<file path="src/include/ftsl_map.svh">
// Register offsets, field positions, reset values and timing counts of the
// fan tachometer status and limit block. Assumes a 250 MHz APB clock.
// Summary of operation
// - Count-ready flag stays zero while the reading-mode select is zero.
// - In reading mode one, count-ready sets when a new period count latches.
// - Count-ready clears on a written one or when mode returns to zero; a written zero leaves it.
// - Count-ready flag with its enable drives the interrupt request.
// - Toggle flag sets on every input transition and clears on written one.
// - Toggle flag with its enable drives the interrupt request.
// - Status bit 1 reads the present input level and ignores writes.
// - Out-of-range sets when count exceeds upper or falls below lower bound.
// - Out-of-range clears only when software writes one to status bit 0.
// - Out-of-range flag with its enable drives the interrupt request.
// - Upper bound is a 16-bit read/write field resetting to FFFF.
// - A steady input level never sets the toggle flag.
// - Mode one counts 100 kHz ticks, latching and restarting per edge group.
// - Lower bound is 16 bits, resets to zero; zero disables the low check.
// - Control holds toggle enable 15, ready enable 14, range enable 0.
`ifndef FTSL_MAP_SVH
`define FTSL_MAP_SVH

// ==========================================================================
// Register offsets
`define FTSL_OFS_CTRL 8'h00
`define FTSL_OFS_FLAGS 8'h04
`define FTSL_OFS_UPPER 8'h08
`define FTSL_OFS_LOWER 8'h0C

// ==========================================================================
// Field positions
`define FTSL_CTRL_TOGGLE_IE 15
`define FTSL_CTRL_READY_IE 14
`define FTSL_CTRL_EDGES_HI 12
`define FTSL_CTRL_EDGES_LO 11
`define FTSL_CTRL_MODE 10
`define FTSL_CTRL_OOR_IE 0
`define FTSL_FLAG_READY 3
`define FTSL_FLAG_TOGGLE 2
`define FTSL_FLAG_LEVEL 1
`define FTSL_FLAG_OOR 0

// ==========================================================================
// Reset values
`define FTSL_UPPER_RST 16'hFFFF
`define FTSL_LOWER_RST 16'h0000

// ==========================================================================
// Timing
`define FTSL_CLK_PERIOD_NS 4
`define FTSL_REF_PERIOD_NS 10000
`define FTSL_REF_CYCLES (`FTSL_REF_PERIOD_NS / `FTSL_CLK_PERIOD_NS)

`endif

</file>
<file path="src/include/ftsl_pkg.sv">
// Types shared by the tachometer status block and its period counter.
// Assumes ftsl_map.svh supplies the numeric constants.
package ftsl_pkg;

    // ======================================================================
    // Bus response state
    typedef enum logic [0:0] {
        FTSL_BUS_IDLE = 1'b0,
        FTSL_BUS_RESP = 1'b1
    } ftsl_bus_st_t;

    // ======================================================================
    // Period counter state
    typedef struct packed {
        logic [11:0] div;
        logic [15:0] ref_cnt;
        logic [3:0] edges;
        logic [15:0] count;
        logic latch;
    } ftsl_per_t;

    // ======================================================================
    // Register block state
    typedef struct packed {
        ftsl_bus_st_t bus_st;
        logic pready;
        logic pslverr;
        logic [31:0] prdata;
        logic level;
        logic level_prev;
        logic toggle_ie;
        logic ready_ie;
        logic oor_ie;
        logic mode;
        logic [1:0] edge_sel;
        logic [15:0] upper;
        logic [15:0] lower;
        logic ready_flag;
        logic toggle_flag;
        logic out_of_range_flag;
        logic irq;
    } ftsl_regs_t;

endpackage

</file>
<file path="src/rtl/ftsl_period.sv">
// Period counter of the tachometer block.
// Assumes the input level arrives already registered in the pclk domain.
`include "ftsl_map.svh"

module ftsl_period
    import ftsl_pkg::*;
#(
    parameter int REF_DIV = `FTSL_REF_CYCLES
) (
    // Clock and reset
    input wire logic pclk,
    input wire logic presetn,
    // Input level and its previous sample
    input wire logic level,
    input wire logic level_prev,
    // Configuration
    input wire logic mode,
    input wire logic [1:0] edge_sel,
    // Result
    output logic [15:0] period_count,
    output logic latch_pulse
);

    ftsl_per_t q, d;
    logic [3:0] target;
    logic ref_tick;
    logic any_edge;
    logic rise_edge;

    // ======================================================================
    // Next state
    always_comb begin
        d = q;
        d.latch = 1'b0;
        unique case (edge_sel)
            2'h0: target = 4'h2;
            2'h1: target = 4'h3;
            2'h2: target = 4'h5;
            2'h3: target = 4'h9;
        endcase
        ref_tick = (q.div == 12'(REF_DIV - 1));
        any_edge = level ^ level_prev;
        rise_edge = level & ~level_prev;
        d.div = ref_tick ? 12'h000 : q.div + 12'h001;
        if (mode) begin
            // The closing edge of one group opens the next, so no edge is lost.
            if (ref_tick && q.ref_cnt != 16'hFFFF) begin
                d.ref_cnt = q.ref_cnt + 16'h0001;
            end
            if (any_edge) begin
                if (q.edges + 4'h1 >= target) begin
                    d.count = q.ref_cnt;
                    d.ref_cnt = 16'h0000;
                    d.edges = 4'h1;
                    d.latch = 1'b1;
                end else begin
                    d.edges = q.edges + 4'h1;
                end
            end
        end else begin
            d.ref_cnt = 16'h0000;
            d.edges = 4'h0;
            if (rise_edge) begin
                d.count = q.count + 16'h0001;
            end
        end
    end

    // ======================================================================
    // State register
    always_ff @(posedge pclk or negedge presetn) begin
        if (!presetn) begin
            q <= '0;
        end else begin
            q <= d;
        end
    end

    assign period_count = q.count;
    assign latch_pulse = q.latch;

endmodule

</file>
<file path="src/rtl/ftsl_top.sv">
// Status, bound and interrupt logic of the fan tachometer monitor.
// Assumes an APB master on pclk and a tachometer input synchronous to pclk.
//
// Chosen here: the APB slave port.
`include "ftsl_map.svh"

module ftsl_top
    import ftsl_pkg::*;
#(
    parameter int REF_DIV = `FTSL_REF_CYCLES
) (
    // Clock and reset
    input wire logic pclk,
    input wire logic presetn,
    // APB slave
    input wire logic psel,
    input wire logic penable,
    input wire logic pwrite,
    input wire logic [7:0] paddr,
    input wire logic [31:0] pwdata,
    output logic [31:0] prdata,
    output logic pready,
    output logic pslverr,
    // Fan tachometer input
    input wire logic tach_in,
    // Interrupt request to the controller
    output logic irq
);

    ftsl_regs_t q, d;
    logic [15:0] period_count;
    logic latch_pulse;
    logic access;
    logic commit;
    logic wr;
    logic sel_ctrl;
    logic sel_flags;
    logic sel_upper;
    logic sel_lower;
    logic mapped;
    logic clr_ready;
    logic clr_toggle;
    logic clr_oor;
    logic set_ready;
    logic set_toggle;
    logic set_oor;
    logic above;
    logic below;
    logic [31:0] rd_ctrl;
    logic [31:0] rd_flags;
    logic [31:0] rd_upper;
    logic [31:0] rd_lower;
    logic [31:0] rd_mux;

    // ======================================================================
    // Period counter
    ftsl_period #(
        .REF_DIV(REF_DIV)
    ) u_period (
        .pclk(pclk),
        .presetn(presetn),
        .level(q.level),
        .level_prev(q.level_prev),
        .mode(q.mode),
        .edge_sel(q.edge_sel),
        .period_count(period_count),
        .latch_pulse(latch_pulse)
    );

    // ======================================================================
    // Address decode
    always_comb begin
        sel_ctrl = (paddr == `FTSL_OFS_CTRL);
        sel_flags = (paddr == `FTSL_OFS_FLAGS);
        sel_upper = (paddr == `FTSL_OFS_UPPER);
        sel_lower = (paddr == `FTSL_OFS_LOWER);
        mapped = sel_ctrl | sel_flags | sel_upper | sel_lower;
    end

    // ======================================================================
    // Read views
    always_comb begin
        rd_ctrl = 32'h0000_0000;
        rd_ctrl[`FTSL_CTRL_TOGGLE_IE] = q.toggle_ie;
        rd_ctrl[`FTSL_CTRL_READY_IE] = q.ready_ie;
        rd_ctrl[`FTSL_CTRL_EDGES_HI:`FTSL_CTRL_EDGES_LO] = q.edge_sel;
        rd_ctrl[`FTSL_CTRL_MODE] = q.mode;
        rd_ctrl[`FTSL_CTRL_OOR_IE] = q.oor_ie;
        rd_flags = 32'h0000_0000;
        rd_flags[`FTSL_FLAG_READY] = q.ready_flag;
        rd_flags[`FTSL_FLAG_TOGGLE] = q.toggle_flag;
        rd_flags[`FTSL_FLAG_LEVEL] = q.level;
        rd_flags[`FTSL_FLAG_OOR] = q.out_of_range_flag;
        rd_upper = {16'h0000, q.upper};
        rd_lower = {16'h0000, q.lower};
        if (sel_ctrl) begin
            rd_mux = rd_ctrl;
        end else if (sel_flags) begin
            rd_mux = rd_flags;
        end else if (sel_upper) begin
            rd_mux = rd_upper;
        end else if (sel_lower) begin
            rd_mux = rd_lower;
        end else begin
            rd_mux = 32'h0000_0000;
        end
    end

    // ======================================================================
    // Bus strobes
    always_comb begin
        access = psel & penable;
        // A write lands only on the edge that also samples pready high.
        commit = access & (q.bus_st == FTSL_BUS_RESP);
        wr = commit & pwrite & mapped;
        clr_ready = wr & sel_flags & pwdata[`FTSL_FLAG_READY];
        clr_toggle = wr & sel_flags & pwdata[`FTSL_FLAG_TOGGLE];
        clr_oor = wr & sel_flags & pwdata[`FTSL_FLAG_OOR];
    end

    // ======================================================================
    // Event detection
    always_comb begin
        above = (period_count > q.upper);
        // A zero lower bound can never be undercut, so it disables the check.
        below = (period_count < q.lower);
        set_ready = q.mode & latch_pulse;
        set_toggle = q.level ^ q.level_prev;
        set_oor = above | below;
    end

    // ======================================================================
    // Next state
    always_comb begin
        d = q;

        // Input sampling.
        d.level = tach_in;
        d.level_prev = q.level;

        // Bus response.
        unique case (q.bus_st)
            FTSL_BUS_IDLE: begin
                d.pready = 1'b0;
                d.pslverr = 1'b0;
                if (access) begin
                    d.bus_st = FTSL_BUS_RESP;
                    d.pready = 1'b1;
                    d.pslverr = ~mapped;
                    d.prdata = pwrite ? 32'h0000_0000 : rd_mux;
                end
            end
            FTSL_BUS_RESP: begin
                d.bus_st = FTSL_BUS_IDLE;
                d.pready = 1'b0;
                d.pslverr = 1'b0;
            end
        endcase

        // Control register.
        if (wr && sel_ctrl) begin
            d.toggle_ie = pwdata[`FTSL_CTRL_TOGGLE_IE];
            d.ready_ie = pwdata[`FTSL_CTRL_READY_IE];
            d.edge_sel = pwdata[`FTSL_CTRL_EDGES_HI:`FTSL_CTRL_EDGES_LO];
            d.mode = pwdata[`FTSL_CTRL_MODE];
            d.oor_ie = pwdata[`FTSL_CTRL_OOR_IE];
        end

        // Bounds.
        if (wr && sel_upper) begin
            d.upper = pwdata[15:0];
        end
        if (wr && sel_lower) begin
            d.lower = pwdata[15:0];
        end

        // Count-ready flag: a set outranks a clear in the same cycle.
        if (!q.mode) begin
            d.ready_flag = 1'b0;
        end else if (set_ready) begin
            d.ready_flag = 1'b1;
        end else if (clr_ready) begin
            d.ready_flag = 1'b0;
        end

        // Toggle flag.
        if (set_toggle) begin
            d.toggle_flag = 1'b1;
        end else if (clr_toggle) begin
            d.toggle_flag = 1'b0;
        end

        // Out-of-range flag.
        if (set_oor) begin
            d.out_of_range_flag = 1'b1;
        end else if (clr_oor) begin
            d.out_of_range_flag = 1'b0;
        end

        // Interrupt request is registered from the next flag values, so it rises with the flag.
        // An enable change reaches it one cycle after the control write lands.
        d.irq = (d.ready_flag & q.ready_ie)
            | (d.toggle_flag & q.toggle_ie)
            | (d.out_of_range_flag & q.oor_ie);
    end

    // ======================================================================
    // State register
    always_ff @(posedge pclk or negedge presetn) begin
        if (!presetn) begin
            q <= '0;
            q.upper <= `FTSL_UPPER_RST;
            q.lower <= `FTSL_LOWER_RST;
        end else begin
            q <= d;
        end
    end

    // ======================================================================
    // Outputs
    assign prdata = q.prdata;
    assign pready = q.pready;
    assign pslverr = q.pslverr;
    assign irq = q.irq;

endmodule

</file>
<file path="config.mk">
export PLATFORM = sky130hd
export DESIGN_NAME = ftsl_top
export DESIGN_NICKNAME = d
export VERILOG_FILES = /design/src/include/ftsl_pkg.sv /design/src/rtl/ftsl_period.sv /design/src/rtl/ftsl_top.sv
export VERILOG_INCLUDE_DIRS = /design/src /design/src/include
export SDC_FILE = /design/constraint.sdc
export NUM_CORES = 1
export LEC_CHECK = 0
export BUFFER_PORTS_ARGS = -buffer_cell sky130_fd_sc_hd__buf_4
export CORE_ASPECT_RATIO = 1.5
export CORE_MARGIN = 2
export CORE_UTILIZATION = 30
export DETAILED_ROUTE_END_ITERATION = 7
export PLACE_DENSITY_LB_ADDON = 0.05
export SLEW_MARGIN = 30
export SYNTH_ARGS = -nofsm -noshare
export SYNTH_HDL_FRONTEND = slang
export SYNTH_SLANG_ARGS = --single-unit
</file>
<file path="constraint.sdc">
create_clock -name pclk -period 3.2 [get_ports pclk]
set_input_delay 0.64 -clock pclk [delete_from_list [all_inputs] [get_ports pclk]]
set_output_delay 0.64 -clock pclk [all_outputs]
set_load 0.005 [all_outputs]
</file>
Word-level counts from Yosys, hierarchy flattened --
Index checks and enable logic that the tools add are counted.
Word-level totals: register bits after elaboration 128, input port bits 46, output and inout port bits 35, logic and storage cells 95
Operators by class: $add $sub $neg 4, $lt $le $gt $ge 3, equality and inequality tests 10, mux-type cells 24, bitwise logic cells 23, reduce and logical (&&, ||, !) cells 9
Operators with widths (count):
- $mux 16 | 7
- $mux 37 | 1
- $mux 36 | 1
- $mux 35 | 1
- $add 16x1->16 const B | 2
- $mux 32 | 1
- $mux 17 | 1
- $eq 8x4->1 const B | 2
- $gt 16x16->1 | 1
- $lt 16x16->1 | 1
- $ne 16x16->1 const B | 1
- $pmux 4 s4 | 1
- $and 1x1->1 | 13
- $add 12x1->12 const B | 1
- $eq 12x12->1 const B | 1
- $mux 12 | 1
- $eq 8x3->1 const B | 1
- $logic_not 8->1 | 1
- $mux 1 | 8
- $or 1x1->1 | 6
- $pmux 3 s2 | 1
- $add 4x1->4 const B | 1
- $eq 2x2->1 const B | 2
- $ge 4x4->1 | 1
- 10 further kinds | 16

Logic depth before layout (Yosys ltp) --
Gate-level depths: netlist of the first run.
word-level depth 13, depth in mapped cells 10, mapped depth without buffers 8

Hierarchy --
Synthesis of the first run repeated with hierarchy kept, for this count alone.
Unflattened totals: cell total of the unflattened synthesis 688, area, all modules 6786.5 um^2
Modules (own cells, without submodules):
- ftsl_top | instances 1, cells an instance 358, area each 3617.2 um^2
- ftsl_period | instances 1, cells an instance 330, area each 3169.3 um^2

Least setup slack after synthesis of the first run --
OpenSTA, ideal clock, no wires.
path type register -> register, start register q[36] (netlist bit), end register u_period.q (netlist bit u_period.period_count[0]), data arrival time 2343 ps, path slack 731 ps, cell stages (with the launch flop) 9, path buffers 2, period minus slack after synthesis 2469 ps, cells stage by stage dfrtp_1 -> or2_2 -> ha_1 -> nand2b_1 -> a2111o_1 -> and4_1 -> clkbuf_1 -> buf_2 -> a221o_1
On the way: cells in the longest elaborated chain, start to end 5, elaborated cells between the ends (all ways) 8, classes of those cells order compare: 1; eq/ne: 4; mux: 1; reduce/logical: 2
Ends and longest elaborated chain:
- start, declared | RTL line ftsl_top.sv:30 | ftsl_regs_t q, d;
- $eq 2x2->1, or another cell as far along | RTL line ftsl_period.sv:35 | unique case (edge_sel)
- $pmux 4 s4 * | RTL line ftsl_period.sv:35
- $ge 4x4->1 * | RTL line ftsl_period.sv:51 | if (q.edges + 4'h1 >= target) begin
- $ne 2x1->1 (no source line) *
- $reduce_and 3->1 (no source line) *
- end signal, assigned | RTL line ftsl_period.sv:73 | q <= '0;
- end signal, assigned | RTL line ftsl_period.sv:75 | q <= d;
- end, declared | RTL line ftsl_period.sv:24 | ftsl_per_t q, d;
Mark *: on every way between the ends. The rest lies on a longest branch, timed or not. A chain may end at the register's enable or synchronous reset.

Final worst setup path of the first run --
start register q[36] (netlist bit), end register u_period.q (netlist bit u_period.period_count[10])
Same word-level chain as after synthesis.

==> flow_metrics.tcl, run 1 <==
set metrics [dict create \
    drt_drc_violations_left 0 \
    postRouteAntennaNets 0 \
    aggregate_global_routing_overflow 0 \
    clk_transition_reported_paths_ps 80 \
    relSlewSlack_pct 45.1 \
    cts_tree "done" \
    post_synth.cell_area_avg_um2 9.92 \
    initial_utilization_pct 30.5 \
    min-delay-path-class "input pin to asynchronous set/reset pin" \
    timing.final.ws_setup_ps 478 \
    total_switching_power_mw 0.846 \
    drive_above_1_share_pct 19.8 \
    die_h_um 183 \
    netlist_area_mm2 0.00641 \
    worst_hold_slack_ps 353 \
    preCtsSetupSlack_ps 500 \
    wl_mm 16.5 \
    cts_hold_buf 0 \
    gp_congestion 0.744 \
    cp_top_family "compound AO/OA/AOI/OAI gates" \
    ir_worst_vdd_mv 0.231 \
    p_leak_nw 3.17 \
    rsz0062_at_grt "false" \
    ys_async_sr_fraction_pct 100 \
    wire_length_of_the_first_global_routing_pass_mm 26.8 \
    post-dp-hpwl_mm 12.6 \
    ys.warnings.count 0 \
    crit_fanout 24 \
    criticalPathCategory "flop to flop" \
    period_needed_ps 2720 \
    crit_buf_inv 0 \
    synth_top_cells_by_area "dfrtp_1, ha_1, dfstp_2" \
    yosys_most_used_dff "dfrtp_1" \
    tns_ps 0 \
    synth_seq_cells 111 \
    critPathArrivalTime_ps 3000 \
    htree_levels 3 \
    numPortBuffers 48 \
    initialDrtViolationCount 325 \
    synthDistinctLibCells 65 \
    diodes_inserted 0 \
    fp-row-count 65 \
    drv.max_cap_violation_count 0 \
    design.final.nets 763 \
    outcome "finished clean" \
    startpoint_type "flop" \
    clk_root_buffer_cell "clkbuf_16" \
    quantity_of_gates_resized_following_cts 0 \
    worst_setup_path_end_kind "flop" \
    overall_die_area_mm2 0.0226 \
    mostFrequentLayoutCells "dfrtp_1, nand2_1, buf_4" \
    layout-area-overhead-vs-synth_pct 12.5 \
    r2r_cells 7 \
    combPwrFrac_pct 11.5 \
    pin_count_of_the_biggest_net_entering_global_routing 56 \
    synth_instances 646 \
    number_of_cts_inserted_buffers 9 \
    finalHoldViolCount 0 \
    seq_power_share_pct 50.6 \
    synthDominantAreaCellType "dfrtp_1" \
    number_of_enable_flip_flop_cells_after_synthesis 0 \
    worst_skew_pair.late_latency_ps 360 \
    grt_util_all_layers_pct 15.6 \
    power.switching_fraction_pct 28.3 \
    final-setup-viol-count 0 \
    firstDrtPassIters 4 \
    die_width_um 123 \
    longest_individual_stage_delay_on_the_worst_path_ps 490 \
    grt_pass1_vias 4928 \
    worstMarginPinSlew_ps 824 \
    clock_share_of_power_pct 37.9 \
    critical_path.cell_chain "or2_2, ha_1, nand2b_1, a2111o_1, and4_1, o2bb2a_1, o21ai_0" \
    cts_post_setup_buffers_inserted 0 \
    power_density_over_the_cells_mw_per_mm2 415 \
    critPathRequiredTime_ps 3480 \
    route.vias.total 4758 \
    ys_seq_area_share_pct 43.6 \
    internal_power_mw 2.15 \
    grt_antenna_before_repair 0 \
    final_max_slew_viol_count 0 \
    io_pins 81 \
    cts_buffer_depth 2 \
    worst_clock_skew_ps 7.40 \
    layout_commonest_cell "dfrtp_1" \
    max_freq_mhz 367 \
    period_share_pct 85.1 \
    design.core.area_mm2 0.0210 \
    wl_per_cell_um 17.4 \
    power_mw 2.99 \
    cp_slowest_cell "and4_1" \
    worst-path-stages 7 \
    netlist.area_leader.share_pct 37.1 \
    cts_num_sinks 111 \
    vias_per_cell 5.01 \
]
per-stage QoR:
step                cell area, um^2  std cells  util (%)
global route                   7210        950      34.4
global placement               6920        934      33.0
CTS                            7210        950      34.4
floorplan                      6470        661         -
finish                         7210        950      34.4
detailed placement             6920        934      33.0
synth_stat cells (7+ instances only):
cell,instances
a21oi_1,23
a221o_1,8
a22oi_1,19
buf_4,33
clkbuf_1,16
dfrtp_1,95
dfstp_2,16
ha_1,40
inv_1,43
mux2_2,16
mux2_4,10
nand2_1,60
nand3_1,21
nand4_1,21
nor2_1,44
nor3_1,8
o21ai_0,42
xnor2_1,22
xor2_1,7
path summary, 6_finish.rpt:
check | slack, ps | from | endpoint
setup / recovery | 480 | q[36]$_DFFE_PN0P_ | u_period.period_count[10]$_DFFE_PN0P_
hold / removal | 350 | presetn | u_period.q[44]$_DFF_PN0_
setup reg to reg | 480 | q[36]$_DFFE_PN0P_ | u_period.period_count[10]$_DFFE_PN0P_
hold reg to reg | 410 | d[42]$_DFF_PN0_ | q[42]$_DFF_PN0_
max in group asynchronous | 2030 | presetn | u_period.q[26]$_DFF_PN0_
min in group pclk | 390 | tach_in | d[42]$_DFF_PN0_
flip-flops by register name, summed over array words and instances (netlist names):
name	count
d	1
pslverr	1
u_period.period_count	16
q	43
prdata	16
irq	1
u_period.q	32
u_period.latch_pulse	1
final cells by class:
class                   instances  area (um^2)
clock buffers                  10          239
clock inverters                 6         50.0
fillers                      2192        13800
inverters                      43          161
multi-input cells             451         3160
flip-flops and latches        111         2800
well taps                     268          335
repair buffers                 61          470
metal layers:
layer	part of all wire, %	vias up	track usage (%)	wire length, um
met3	2.1	19	1.71	348
li1	-	2338	-	-
met5	0	-	0	0
met1	43	2335	18.9	7030
met4	2.7	0	6.73	443
met2	53	66	27.4	8700
power groups by stage:
stage	clock, mW	sequential (mW)	combinational (mW)
2_1_floorplan	0	1.51	0.223
3_3_place_gp	0	1.54	0.342
3_5_place_dp	0	1.55	0.351
4_1_cts	1.18	1.52	0.353
5_1_grt	1.24	1.53	0.401
6_report	1.13	1.52	0.345
logic make-up after synthesis:
kind of cell	count (synthesis)	synth area share, %
AND/OR/NAND/NOR	197	15.7
AO/OA/AOI/OAI	139	15.0
flip-flops	111	43.6
buffers and inverters	99	8.06
adder cells (fa/ha/maj)	40	7.81
multiplexers	30	5.78
XOR/XNOR	29	3.96
other	1	0.0585
Power figures use the tool's default switching activity.
==> inputs of run 2 (changes only) <==
--- a/config.mk
+++ b/config.mk
@@ -15,4 +15,5 @@
 export SLEW_MARGIN = 30
 export SYNTH_ARGS = -nofsm -noshare
 export SYNTH_HDL_FRONTEND = slang
+export SYNTH_HIERARCHICAL = 1
 export SYNTH_SLANG_ARGS = --single-unit
==> flow_metrics.tcl, run 2 <==
set metrics [dict create \
    outcome "finished clean" \
    route.vias.total 5220 \
    wl_mm 17.9 \
    worstReg2RegEnd "u_period/period_count[9]$_DFFE_PN0P_" \
    clk_root_buffer_cell "clkbuf_16" \
    cts_buffer_depth 2 \
    power.switching_fraction_pct 28.6 \
    regMostFlops "q" \
    final_max_slew_viol_count 0 \
    worst_setup_path_end_kind "flop" \
    drt_drc_violations_left 0 \
    final_core_utilization_pct 33.5 \
    synth_top_cells_by_area "dfrtp_1, ha_1, dfstp_2" \
    netlist_area_mm2 0.00679 \
    mostFrequentLayoutCells "dfrtp_1, buf_4, nand2_1" \
    combPwrFrac_pct 14.6 \
    layout_commonest_cell "dfrtp_1" \
    die_width_um 127 \
    seq_area_mm2 0.00280 \
    design.final.nets 787 \
    ys_top_cells_by_count "dfrtp_1, nand2_1, buf_4" \
    seq_power_share_pct 47.8 \
    overall_die_area_mm2 0.0239 \
    preCtsSetupSlack_ps 607 \
    synthDistinctLibCells 72 \
    min-delay-path-class "input pin to asynchronous set/reset pin" \
    drive_above_1_share_pct 18.7 \
    synthDominantAreaCellType "dfrtp_1" \
    r2r_cells 6 \
    r2r_start "q[37]$_DFFE_PN0P_" \
    ys_seq_area_share_pct 41.2 \
    worst_setup_path_startpoint "q[37]$_DFFE_PN0P_" \
    critPathRequiredTime_ps 3450 \
    total_switching_power_mw 0.926 \
    power_density_over_the_cells_mw_per_mm2 433 \
    r2r_setup_slack_ps 600 \
    num-fill-cells 2274 \
    critPathArrivalTime_ps 2850 \
    finalHoldViolCount 0 \
    post-dp-hpwl_mm 13.3 \
    firstDrtPassIters 5 \
    max_freq_mhz 384 \
    grt_util_all_layers_pct 15.5 \
    drv.max_cap_violation_count 0 \
    critical_path.cell_chain "or2_2, ha_1, nand2b_4, a2111o_1, and3_4, a221o_1" \
    final-setup-viol-count 0 \
    yosys_most_used_dff "dfrtp_1" \
    wire_length_of_the_first_global_routing_pass_mm 28.8 \
    diodes_inserted 0 \
    number_of_cts_inserted_buffers 9 \
    clk_transition_reported_paths_ps 80 \
    period_share_pct 81.3 \
    layout-area-overhead-vs-synth_pct 10.2 \
    criticalPathCategory "flop to flop" \
    cts_num_sinks 111 \
    cts_post_setup_buffers_inserted 0 \
    crit_end "u_period/period_count[9]$_DFFE_PN0P_" \
    die_h_um 188 \
    multi_input_area_mm2 0.00338 \
    p_leak_nw 3.21 \
    grt_antenna_before_repair 0 \
    timing.final.ws_setup_ps 599 \
    tns_ps 0 \
    worst_skew_pair.late_latency_ps 370 \
    period_needed_ps 2600 \
    gp_congestion 0.801 \
    io_pins 81 \
    synthMostInstantiatedCell "dfrtp_1" \
    crit_fanout 12 \
    post_synth.cell_area_avg_um2 9.86 \
    ir_worst_vdd_mv 0.278 \
    rsz0062_at_grt "false" \
    largest_registers "q: 43 flops, u_period/q: 32 flops" \
    top_usage_layer "met2" \
    cts_hold_buf 0 \
    longest_individual_stage_delay_on_the_worst_path_ps 570 \
    relSlewSlack_pct 54.4 \
    grt.met1_usage_pct 17.9 \
    pin_count_of_the_biggest_net_entering_global_routing 112 \
    cts_tree "done" \
    htree_levels 3 \
    postRouteAntennaNets 0 \
    clock_share_of_power_pct 37.6 \
    worstMarginPinSlew_ps 684 \
    grt.met2_usage_pct 28.1 \
    startpoint_type "flop" \
    design.core.area_mm2 0.0223 \
    grt_pass1_vias 5274 \
    fp-row-count 67 \
    synth_instances 688 \
    number_of_enable_flip_flop_cells_after_synthesis 0 \
    worst_hold_slack_ps 308 \
    cp_slowest_cell "a2111o_1" \
    initial_utilization_pct 30.4 \
    largest_reg_flops 43 \
    quantity_of_gates_resized_following_cts 0 \
    worst_clock_skew_ps 12.3 \
    initialDrtViolationCount 267 \
    internal_power_mw 2.31 \
    grt.met3_usage_pct 2.19 \
    netlist.area_leader.share_pct 35.0 \
    numPortBuffers 48 \
    ys_async_sr_fraction_pct 100 \
    vias_per_cell 5.32 \
    synth_seq_cells 111 \
    wl_per_cell_um 18.2 \
    aggregate_global_routing_overflow 0 \
    ys.warnings.count 6 \
]
## run 2: cell types whose count changed in the layout (fill, tap and decap cells not counted), moves of 4 or more
cell,previous run,this run
a21oi_1,23,36
inv_6,4,0
and2_1,2,6
xnor2_1,22,12
nand3_1,21,11
inv_1,43,49
nor2_1,44,17
a221o_1,8,12
nand4_1,21,26
nand2b_1,3,8
or4_1,1,17
o31ai_1,1,16
## run 2: layout make-up
cell class,instances,share of cell area [%]
Tap cell,276,4.62
Inverter,49,2.46
Clock inverter,4,0.720
Timing Repair Buffer,60,6.19
Multi-Input combinational cell,470,45.2
Sequential cell,111,37.4
Clock buffer,12,3.43
## run 2: per-stage QoR
stage,cells,power (mW),cell area [um^2]
3_3_place_gp,966,2.04,7170
3_5_place_dp,966,2.05,7170
2_1_floorplan,703,1.93,6840
4_1_cts,982,3.29,7480
6_report,982,3.24,7480
5_1_grt,982,3.40,7480
## run 2: per-layer routing
metal	vias to the layer above	routed length, um
met5	-	0
met4	0	492
met3	31	505
met2	121	9590
met1	2567	7320
li1	2501	-
## run 2: cells by family after synthesis
family                     Yosys count  share of synthesized area [%]
buffers and inverters              122                           9.94
AOI/OAI and AO/OA                  173                           17.3
DFF                                111                           41.2
other                                1                         0.0553
and+or+nand+nor                    199                           17.3
xor gates and xnor gates            17                           2.19
muxes                               25                           4.55
adders and majority gates           40                           7.37
## run 2: critical path, delay by kind of cell (launching register included)
family | cells | cell delay, ps
AOI/OAI and AO/OA | 2 | 940
adders and majority gates | 1 | 280
DFF | 1 | 470
and+or+nand+nor | 3 | 790
## run 2: how the worst min path moves through the flow
stage | end | start | cells past startpoint | slack, ps
global placement | u_period/q[37]$_DFF_PN0_ | u_period/q[37]$_DFF_PN0_ | 1 | 440
floorplan | d[42]$_DFF_PN0_ | presetn | 0 | 340
CTS | d[42]$_DFF_PN0_ | tach_in | 1 | 370
global route | prdata[10]$_DFFE_PN0P_ | presetn | 2 | 370
finish | prdata[10]$_DFFE_PN0P_ | presetn | 2 | 310
detailed placement | u_period/q[37]$_DFF_PN0_ | u_period/q[37]$_DFF_PN0_ | 1 | 450
## run 2: power groups by stage
stage | Combinational [mW] | Clock [mW] | Sequential [mW]
2_1_floorplan | 0.393 | 0 | 1.53
3_3_place_gp | 0.469 | 0 | 1.57
3_5_place_dp | 0.478 | 0 | 1.57
4_1_cts | 0.481 | 1.26 | 1.55
5_1_grt | 0.542 | 1.30 | 1.56
6_report | 0.473 | 1.22 | 1.55
